## src/hw/ebi_defs.svh

```systemverilog
// constants for the external bus interface: decode ranges, wait timing, reset values
`ifndef EBI_DEFS_SVH
`define EBI_DEFS_SVH

// =====================================================================
// address map
`define EBI_BANK0      8'h00
`define EBI_REG_LAST   16'h007f
`define EBI_RAM_FIRST  16'h0080
`define EBI_RAM_LAST   16'h087f
`define EBI_INT_AW     12

// =====================================================================
// timing and reset values
`define EBI_WAIT_CYC   1
`define EBI_DIR_RST    1'b0

`endif

```

## src/hw/ebi_pkg.sv

```systemverilog
// types shared by the external bus interface modules
package ebi_pkg;

  // =====================================================================
  // bus cycle sequencer states
  typedef enum logic [2:0] {
    ST_IDLE = 3'b000,
    ST_ADDR = 3'b001,
    ST_DATA = 3'b010,
    ST_INT  = 3'b011,
    ST_HOLD = 3'b100
  } ebi_state_t;

  // =====================================================================
  // decode targets
  typedef enum logic [1:0] {
    TGT_EXT = 2'b00,
    TGT_REG = 2'b01,
    TGT_RAM = 2'b10
  } ebi_tgt_t;

endpackage

```

## src/hw/ebi_dec_if.sv

```systemverilog
// carrier between the sequencer and the address decoder
interface ebi_dec_if;
  import ebi_pkg::*;
  logic [23:0] addr_in;
  logic        dp_mode;
  logic [15:0] dp_base;
  logic [23:0] eff_addr;
  ebi_tgt_t    tgt;

  modport dec  (input addr_in, input dp_mode, input dp_base, output eff_addr, output tgt);
  modport user (output addr_in, output dp_mode, output dp_base, input eff_addr, input tgt);
endinterface

```

## src/hw/ebi_top.sv

```systemverilog
// external bus interface: sequencer, pin muxing, hold and ready handshakes
`include "ebi_defs.svh"
module ebi_top #(
  parameter int GPIO_W = 5
) (
  input  wire logic                 clk_i,
  input  wire logic                 rst_n_i,
  input  wire logic                 core_req_i,
  input  wire logic                 core_we_i,
  input  wire logic                 core_word_i,
  input  wire logic                 core_dp_mode_i,
  input  wire logic [23:0]          core_addr_i,
  input  wire logic [15:0]          core_wdata_i,
  input  wire logic [15:0]          direct_window_base_i,
  input  wire logic                 wait_bit_i,
  output logic                      core_ready_o,
  output logic                      core_ack_o,
  output logic [15:0]               core_rdata_o,
  output logic                      int_reg_sel_o,
  output logic                      int_ram_sel_o,
  output logic                      int_we_o,
  output logic [`EBI_INT_AW-1:0]    int_addr_o,
  output logic [15:0]               int_wdata_o,
  input  wire logic [15:0]          int_rdata_i,
  input  wire logic                 byte_mode_i,
  input  wire logic                 hold_n_i,
  input  wire logic                 ready_n_i,
  output logic [7:0]                addr_lo_o,
  output logic [7:0]                mid_o,
  output logic                      mid_oe_o,
  input  wire logic [7:0]           mid_i,
  output logic [7:0]                hi_o,
  output logic                      hi_oe_o,
  input  wire logic [7:0]           hi_i,
  output logic                      ctl_oe_o,
  output logic                      rw_o,
  output logic                      upper_lane_select_n_o,
  output logic                      ale_o,
  output logic                      strobe_n_o,
  output logic                      bus_grant_ack_n_o,
  output logic                      sysclk_o,
  input  wire logic                 gpio_dir_we_i,
  input  wire logic [GPIO_W-1:0]    gpio_dir_i,
  output logic [GPIO_W-1:0]         gpio_oe_o
);
  import ebi_pkg::*;

  generate
    if (GPIO_W < 1) begin : g_bad
      $error("GPIO_W must be at least 1");
    end
  endgenerate

  // =====================================================================
  // state and latched request
  ebi_state_t  state_r, state_nxt;
  logic [23:0] req_addr_r;
  logic        req_we_r, req_word_r, req_wait_r, byte_r, beat_r, beat_nxt;
  logic [15:0] req_wdata_r;
  logic        wait_done;

  ebi_dec_if dec_bus ();
  assign dec_bus.addr_in = core_addr_i;
  assign dec_bus.dp_mode = core_dp_mode_i;
  assign dec_bus.dp_base = direct_window_base_i;

  ebi_decode u_dec (
    .d (dec_bus.dec)
  );

  ebi_wait u_wait (
    .clk_i     (clk_i),
    .rst_n_i   (rst_n_i),
    .load_i    (state_r == ST_ADDR),
    .wait_en_i (req_wait_r),
    .ready_n_i (ready_n_i),
    .done_o    (wait_done)
  );

  // =====================================================================
  // beat and lane decode
  // bus width is caught per request so a change mid-transfer cannot split lanes
  wire        take      = (state_r == ST_IDLE) && core_req_i && hold_n_i;
  wire        two_beat  = req_word_r && (byte_r || req_addr_r[0]);
  wire        wide      = req_word_r && !two_beat;
  wire [23:0] cur_a     = req_addr_r + {23'h000000, beat_r};
  wire        odd       = cur_a[0];
  wire [7:0]  bdat      = (req_word_r && beat_r) ? req_wdata_r[15:8] : req_wdata_r[7:0];
  wire        hi_wr     = req_we_r && (byte_r || wide || !odd);
  wire        mid_wr    = req_we_r && !byte_r && (wide || odd);
  wire [7:0]  lane_in   = (!byte_r && odd) ? mid_i : hi_i;
  wire        last_beat = !two_beat || beat_r;
  wire        data_end  = (state_r == ST_DATA) && wait_done;

  // =====================================================================
  // sequencer
  always_comb begin
    state_nxt = state_r;
    beat_nxt  = beat_r;
    case (state_r)
      ST_IDLE: begin
        beat_nxt = 1'b0;
        if (!hold_n_i) begin
          state_nxt = ST_HOLD;
        end else if (core_req_i) begin
          state_nxt = (dec_bus.tgt == TGT_EXT) ? ST_ADDR : ST_INT;
        end
      end
      ST_ADDR: state_nxt = ST_DATA;
      ST_DATA: begin
        if (wait_done) begin
          if (last_beat) begin
            state_nxt = ST_IDLE;
          end else begin
            state_nxt = ST_ADDR;
            beat_nxt  = 1'b1;
          end
        end
      end
      ST_INT:  state_nxt = ST_IDLE;
      ST_HOLD: state_nxt = hold_n_i ? ST_IDLE : ST_HOLD;
      default: state_nxt = ST_IDLE;
    endcase
  end

  always_ff @(posedge clk_i) begin
    if (!rst_n_i) begin
      state_r <= ST_IDLE;
      beat_r  <= 1'b0;
    end else begin
      state_r <= state_nxt;
      beat_r  <= beat_nxt;
    end
  end

  always_ff @(posedge clk_i) begin
    if (!rst_n_i) begin
      req_addr_r  <= '0;
      req_we_r    <= 1'b0;
      req_word_r  <= 1'b0;
      req_wait_r  <= 1'b0;
      byte_r      <= 1'b0;
      req_wdata_r <= '0;
    end else if (take) begin
      req_addr_r  <= dec_bus.eff_addr;
      req_we_r    <= core_we_i;
      req_word_r  <= core_word_i;
      req_wait_r  <= wait_bit_i;
      byte_r      <= byte_mode_i;
      req_wdata_r <= core_wdata_i;
    end
  end

  // =====================================================================
  // pin drive, all registered from the current phase
  wire in_addr = (state_r == ST_ADDR);
  wire in_data = (state_r == ST_DATA);
  wire on_bus  = in_addr || in_data;

  always_ff @(posedge clk_i) begin
    if (!rst_n_i) begin
      addr_lo_o             <= '0;
      mid_o                 <= '0;
      mid_oe_o              <= 1'b0;
      hi_o                  <= '0;
      hi_oe_o               <= 1'b0;
      ctl_oe_o              <= 1'b1;
      rw_o                  <= 1'b1;
      upper_lane_select_n_o <= 1'b1;
      ale_o                 <= 1'b0;
      strobe_n_o            <= 1'b1;
      bus_grant_ack_n_o     <= 1'b1;
    end else begin
      addr_lo_o <= cur_a[7:0];
      // mid pins: address, then upper data in 16-bit mode only
      mid_o     <= (in_addr || byte_r) ? cur_a[15:8]
                   : (wide ? req_wdata_r[15:8] : bdat);
      mid_oe_o  <= in_addr || (in_data && (byte_r || mid_wr));
      // high pins: bank number, then low data lane
      hi_o      <= in_addr ? cur_a[23:16] : (wide ? req_wdata_r[7:0] : bdat);
      hi_oe_o   <= in_addr || (in_data && hi_wr);
      ctl_oe_o  <= (state_r != ST_HOLD);
      rw_o      <= !(on_bus && req_we_r);
      upper_lane_select_n_o <= !(on_bus && (odd || wide));
      ale_o     <= in_addr;
      strobe_n_o <= !in_data || wait_done;
      bus_grant_ack_n_o <= (state_r != ST_HOLD);
    end
  end

  // =====================================================================
  // core side answers and internal selects
  always_ff @(posedge clk_i) begin
    if (!rst_n_i) begin
      core_ready_o  <= 1'b0;
      core_ack_o    <= 1'b0;
      core_rdata_o  <= '0;
      int_reg_sel_o <= 1'b0;
      int_ram_sel_o <= 1'b0;
    end else begin
      core_ready_o  <= (state_nxt == ST_IDLE);
      core_ack_o    <= (data_end && last_beat) || (state_r == ST_INT);
      int_reg_sel_o <= take && (dec_bus.tgt == TGT_REG);
      int_ram_sel_o <= take && (dec_bus.tgt == TGT_RAM);
      if (state_r == ST_INT) begin
        core_rdata_o <= int_rdata_i;
      end else if (data_end && !req_we_r) begin
        if (wide) begin
          core_rdata_o <= {mid_i, hi_i};
        end else if (req_word_r && beat_r) begin
          core_rdata_o[15:8] <= lane_in;
        end else begin
          core_rdata_o <= {8'h00, lane_in};
        end
      end
    end
  end

  assign int_we_o    = req_we_r;
  assign int_addr_o  = req_addr_r[`EBI_INT_AW-1:0];
  assign int_wdata_o = req_wdata_r;

  // =====================================================================
  // clock out and general pin directions
  // a toggle flop gives half rate; the core clock itself cannot leave a flop
  logic [GPIO_W-1:0] gpio_dir_r;

  always_ff @(posedge clk_i) begin
    if (!rst_n_i) begin
      sysclk_o   <= 1'b0;
      gpio_dir_r <= {GPIO_W{`EBI_DIR_RST}};
    end else begin
      sysclk_o   <= !sysclk_o;
      if (gpio_dir_we_i) begin
        gpio_dir_r <= gpio_dir_i;
      end
    end
  end

  assign gpio_oe_o = gpio_dir_r;
endmodule

```

## src/hw/ebi_decode.sv

```systemverilog
// effective address forming and internal/external decode
`include "ebi_defs.svh"
module ebi_decode (
  ebi_dec_if.dec d
);
  import ebi_pkg::*;

  // =====================================================================
  // direct page window
  // window offset is the low byte of the request; the sum wraps inside bank 0
  wire [15:0] dp_addr  = d.dp_base + {8'h00, d.addr_in[7:0]};
  wire [23:0] eff      = d.dp_mode ? {`EBI_BANK0, dp_addr} : d.addr_in;

  // =====================================================================
  // range decode
  wire        in_bank0 = (eff[23:16] == `EBI_BANK0);
  wire        hit_reg  = in_bank0 && (eff[15:0] <= `EBI_REG_LAST);
  wire        hit_ram  = in_bank0 && (eff[15:0] >= `EBI_RAM_FIRST)
                         && (eff[15:0] <= `EBI_RAM_LAST);

  assign d.eff_addr = eff;
  // everything else goes out on the pins
  assign d.tgt = hit_reg ? TGT_REG : (hit_ram ? TGT_RAM : TGT_EXT);
endmodule

```

## src/hw/ebi_wait.sv

```systemverilog
// wait state counter and ready gate for one external data phase
`include "ebi_defs.svh"
module ebi_wait #(
  parameter int CNT_W    = 2,
  parameter int WAIT_CYC = `EBI_WAIT_CYC
) (
  input  wire logic clk_i,
  input  wire logic rst_n_i,
  input  wire logic load_i,
  input  wire logic wait_en_i,
  input  wire logic ready_n_i,
  output logic      done_o
);
  generate
    if (WAIT_CYC < 1 || WAIT_CYC + 1 >= (1 << CNT_W)) begin : g_bad
      $error("wait count does not fit the counter");
    end
  endgenerate

  logic [CNT_W-1:0] cnt_r;

  // =====================================================================
  // count loads in the address phase, runs down in the data phase
  always_ff @(posedge clk_i) begin
    if (!rst_n_i) begin
      cnt_r <= '0;
    end else if (load_i) begin
      // one extra count: the registered pins still show the address for a cycle
      cnt_r <= wait_en_i ? CNT_W'(WAIT_CYC + 1) : CNT_W'(1);
    end else if (cnt_r != '0) begin
      cnt_r <= cnt_r - 1'b1;
    end
  end

  // ready low stretches the phase beyond the inserted waits
  assign done_o = (cnt_r == '0) && ready_n_i;
endmodule

```

## config.mk

```make
export PLATFORM = sky130hd
export DESIGN_NAME = ebi_top
export DESIGN_NICKNAME = d
export VERILOG_FILES = /design/src/hw/ebi_pkg.sv /design/src/hw/ebi_dec_if.sv /design/src/hw/ebi_top.sv /design/src/hw/ebi_decode.sv /design/src/hw/ebi_wait.sv
export VERILOG_INCLUDE_DIRS = /design/src /design/src/hw
export SDC_FILE = /design/constraint.sdc
export NUM_CORES = 1
export LEC_CHECK = 0
export BUFFER_PORTS_ARGS = -buffer_cell sky130_fd_sc_hd__buf_2
export CORE_ASPECT_RATIO = 1.25
export CORE_UTILIZATION = 46
export CTS_CLUSTER_SIZE = 24
export DETAILED_ROUTE_END_ITERATION = 12
export PLACE_DENSITY = 0.73
export SLEW_MARGIN = 20
export SYNTH_ARGS = -nofsm -noshare
export SYNTH_HDL_FRONTEND = slang
export SYNTH_SLANG_ARGS = --single-unit
```

## constraint.sdc

```tcl
create_clock -name clk_i -period 2.64 [get_ports clk_i]
set_input_delay 0.66 -clock clk_i [delete_from_list [all_inputs] [get_ports clk_i]]
set_output_delay 0.66 -clock clk_i [all_outputs]
set_load 0.01 [all_outputs]
```

Word level (Yosys, flattened, before mapping)
Index checks and enable logic that the tools add are counted.

word-level totals
  input port bits = 104
  bits in read-only memories = 0
  RAM bits = 0
  bits in latches = 0
  memories kept = 0
  output and inout bits = 87
  logic and storage cells = 123
  register bits after elaboration = 107

operators by class
  shifts and indexed selects = 0
  equality and inequality tests = 10
  div/mod/pow operators = 0
  bitwise logic cells = 0
  $add $sub $neg = 3
  multiplexer cells = 27
  multipliers = 0
  $lt $le $gt $ge = 3
  reductions and logical operators = 53

operators with widths
  cell                                                                                   number
  8-bit two-way mux                                                                      8
  16-bit two-way mux                                                                     3
  24-bit by 1-bit adder with 24-bit output                                               1
  24-bit two-way mux                                                                     1
  1-bit logical AND                                                                      22
  16-bit by 8-bit adder with 16-bit output                                               1
  16-bit by 8-bit greater-or-equal comparator with 1-bit output (second input constant)  1
  16-bit by 12-bit <= comparator with 1-bit output (second input constant)               1
  16-bit by 7-bit <= comparator with 1-bit output (second input constant)                1
  1-bit logical OR                                                                       12
  2-bit two-way mux                                                                      6
  3-bit two-way mux                                                                      4
  3-bit one-hot mux with 4 select lines                                                  1
  1-bit zero test                                                                        8
  8-bit zero test                                                                        1
  2-bit nonzero test                                                                     4
  3-bit by 2-bit equality test with 1-bit output (second input constant)                 2
  3-bit zero test                                                                        2
  3-bit != test (second input constant)                                                  2
  2-bit zero test                                                                        2
  2-bit != test (second input constant)                                                  2
  3-bit by 1-bit equality test with 1-bit output (second input constant)                 1
  3-bit equality test (second input constant)                                            1
  1-bit two-way mux                                                                      3
  other kinds (6)                                                                        6

Longest topological paths before layout
  depth in word-level cells = 13
  mapped depth = 10

Cells and area by module
From an unflattened synthesis, not the netlist that was laid out.

unflattened totals
  cells, all modules = 695
  area, all modules = 5709.2 um^2

by module, submodules not included
  module      area each (um^2)  sequential area each (um^2)  times used  cells an instance
  ebi_top     4564.4            2102.0                       1           536
  ebi_decode  1026.0            0.0                          1           145
  ebi_wait    118.9             40.0                         1           14

Worst setup path after synthesis
OpenSTA, ideal clock, no wires.

  path type = input to register
  start = input core_addr_i[0]
  end = register int_ram_sel_o
  setup slack = -0.210 ns
  library setup time = 0.087 ns
  path buffers = 0
  stages = 10
  arrival = 2.762 ns
  data required time = 2.553 ns
  cell sequence = ha_1 > inv_1 > fa_1 > and2b_1 > o211ai_2 > a311oi_1 > mux2_4 > o32ai_2 > a31oi_1 > nor4b_2

on the way
  word-level cells in the longest chain between the ends = 9
  elaborated cells on any way between the ends = 12
  those cells by class = 1 x add/sub; 3 x order compare; 1 x eq/ne; 3 x mux; 4 x reduce/logical

ends and longest elaborated chain
  what                                                                     RTL line          RTL
  from (decl)                                                              ebi_top.sv:12     input wire logic [23:0] core_addr_i,
  16-bit by 8-bit adder with 16-bit output                                 ebi_decode.sv:11  wire [15:0] dp_addr = d.dp_base + {8'h00, d.addr_in[7:0]};
  24-bit two-way mux (*)                                                   ebi_decode.sv:12  wire [23:0] eff = d.dp_mode ? {`EBI_BANK0, dp_addr} : d.addr_in;
  16-bit by 8-bit greater-or-equal comparator with 1-bit output (no line)  -
  1-bit logical AND (2 in a row)                                           ebi_decode.sv:18  wire hit_ram = in_bank0 && (eff[15:0] >= `EBI_RAM_FIRST)
  2-bit two-way mux                                                        ebi_decode.sv:23  assign d.tgt = hit_reg ? TGT_REG : (hit_ram ? TGT_RAM : TGT_EXT);
  2-bit two-way mux (*)                                                    ebi_decode.sv:23
  2-bit equality test (*)                                                  ebi_top.sv:204    int_ram_sel_o <= take && (dec_bus.tgt == TGT_RAM);
  1-bit logical AND (*)                                                    ebi_top.sv:204
  to (signal assigned)                                                     ebi_top.sv:204
  to (decl)                                                                ebi_top.sv:20     output logic int_ram_sel_o,

Mark *: on every way between the ends. The rest lies on a longest branch, timed or not.
A chain may end at the register's enable or synchronous reset.

Final worst setup path
Same ends and word-level chain as after synthesis.

==> results_dict.tcl <==
set metrics [dict create \
    yosysWarningCount 0 \
    cp.required_ps 2900 \
    hold_path.startpoint "sysclk_o" \
    first_iter_violations 294 \
    coreArea_sq_um 11700 \
    outcome "finished, final reports clean" \
    via_count 5434 \
    synth.area.top_cells "dfxtp_1 (39%), nand2_1 (7.1%), a21oi_1 (5.9%)" \
    tns_ps 0 \
    viasPerCell 5.37 \
    drc 0 \
    synth_area_sq_um 5540 \
    crit_path_end "int_ram_sel_o" \
    nets 963 \
    grt_pass1_wl_microns 24100 \
    synth_ff_type "dfxtp_1" \
    insertion_delay_ps 340 \
    grt_usage_pct 24.4 \
    hpwl_microns 12500 \
    layout_common_cells "buf_2 (190), dfxtp_1 (107), nand2_1 (105), nor2_1 (66), a21oi_1 (65)" \
    io_buffers 190 \
    clock.fmax_ghz 0.388 \
    hold_class "flip-flop to flip-flop" \
    p_total_mw 3.88 \
    fp.dieH_microns 125 \
    synthDistinctLibCells 68 \
    p_leak_nw 3.15 \
    crit_path_end_kind "flip-flop" \
    layout_commonest_cell "buf_2" \
    io_pins 191 \
    grt_max_degree 36 \
    synth_area_leader_cell "dfxtp_1" \
    crit_slowest_cell "mux2_4" \
    finalMaxSlewViolations 0 \
    worst_slew_pin_slew_ps 796 \
    root_buffer "clkbuf_16" \
    cts_htree_levels 3 \
    p_per_area_nw_per_um2 554 \
    period_needed_ps 2580 \
    wl_per_cell_microns 15.5 \
    syn-instance-count 664 \
    synth_top_area_share_pct 38.7 \
    die_area_sq_um 12500 \
    start_util_pct 47.5 \
    startpoint "core_addr_i[0]" \
    arrival_ps 2840 \
    num_rows 44 \
    grt.overflow.total 0 \
    routed_wl_microns 15700 \
    clk_pin_slew_ps 70 \
    hold_slack_ps 405 \
    setup_violations 0 \
    postRouteAntennaNets 0 \
    crit_family "compound AO/OA/AOI/OAI gates" \
    cts_made_buffers 9 \
    crit_chain "buf_2, ha_4, inv_2, fa_2, and2b_1, o211ai_2, a311oi_2, mux2_4, o32ai_4, a31oi_1, nor4b_2" \
    rr_worst_depth 7 \
    drv_cap 0 \
    reg2reg_to "hi_o[6]" \
    syn_avg_cell_area_sq_um 8.35 \
    seq_area_frac_synth_pct 38.7 \
    grt_pass1_vias 5158 \
    slowest_delay_ps 350 \
    peakVddDrop_mv 0.308 \
    cp.buffers_inverters 2 \
    syn-num-nets 780 \
    tritoncts "done" \
    clock_path_buffers 2 \
    min_period_over_period_pct 97.6 \
    drt-pass1-iter-count 6 \
    synth-edff-count 0 \
    gp_congestion 0.921 \
    antenna_found_initial 0 \
    antenna_cells 0 \
    path_depth 11 \
    ys_ff_latch 107 \
    clock_skew_ps 4.64 \
    path_class "primary input to flip-flop" \
    crit_fanout 2 \
    r2r_slack_ps 370 \
    final-hold-violation-count 0 \
    utilization_pct 60.0 \
    synthArstFlopShare_pct 0 \
    regToRegStartpoint "req_addr_r[4]" \
    drive_gt1_share_pct 31.6 \
    cp-start-kind "primary input" \
    cts.sinks 107 \
    chipWidth_microns 100 \
    maxSlewHeadroom_pct 46.7 \
    syn_to_final_growth_pct 26.4 \
]
==> stage by stage <==
step                area [sq um]  setup WS [ps]  instances
floorplan                   5560          -60.0        664
global placement            6690           -188        996
detailed placement          6690           -304        996
CTS                         6990           70.1       1010
global route                7000          -7.95       1011
finish                      7000           62.7       1011
==> sequential cells by signal, summed over array words and instances (netlist names), 2 cells and up <==
signal	flops
addr_lo_o	8
core_rdata_o	16
gpio_oe_o	5
hi_o	8
int_wdata_o	16
mid_o	8
req_addr_r	24
state_r	3
u_wait.cnt_r	2
==> area by class of cell <==
class / count / area, sq um
multi-input cells: 497 / 3150
well taps: 161 / 201
clock buffers: 11 / 233
flip-flops and latches: 107 / 2140
inverters: 14 / 52.6
fillers: 1061 / 4670
repair buffers: 218 / 1160
clock inverters: 3 / 65.1
==> power by group <==
part | switching (mW) | internal, mW
Sequential | 0.0694 | 1.70
Clock | 0.556 | 0.820
Combinational | 0.409 | 0.329
Total | 1.03 | 2.85
==> routing by layer <==
layer,track usage [%],vias up,wire [microns]
li1,-,2694,-
met1,25.8,2519,6170
met2,45.9,197,8120
met3,5.89,24,1020
met4,8.35,0,376
met5,0,-,0
==> cells by family (layout without fill, tap and decap cells) <==
kind of cell,count (synthesis),after routing,synth area share (%)
adder cells (fa/ha/maj),12,12,2.84
flip-flops,107,107,38.7
buffers and inverters,60,246,5.10
AO/OA/AOI/OAI,164,164,19.8
multiplexers,40,40,7.54
XOR/XNOR,27,27,4.27
AND/OR/NAND/NOR,254,254,21.8
==> worst min-delay path by stage <==
stage               slack [ps]           endpoint  cells after the start
finish                     410           sysclk_o                      1
global route               440           sysclk_o                      1
CTS                        410           sysclk_o                      1
detailed placement         400           sysclk_o                      1
global placement           400           sysclk_o                      1
floorplan                  430  bus_grant_ack_n_o                      1
==> synth_stat cells (all sizes together), types with 3 or more instances <==
master / number
and2: 6
ha: 11
o211ai: 15
xor2: 11
and3: 16
or3: 5
nand2b: 6
o21a: 6
nor2b: 3
clkbuf: 21
nor2: 67
o31ai: 3
a311oi: 3
a21oi: 67
mux2: 11
a211oi: 18
nand3: 12
a211o: 9
nand4: 7
inv: 14
xnor2: 16
nor3: 8
a22oi: 8
nand2: 107
nor4: 4
o22ai: 3
mux2i: 29
o21ai: 19
dfxtp: 107
and2b: 3
nor3b: 3
buf: 25
==> timing repair <==
action,4_1_cts,5_1_grt
resized for setup,0,1
setup buffers,0,1
hold buffers,0,0
endpoints found under the setup margin,0,1
Note: power is estimated with default switching activity, not from simulation.
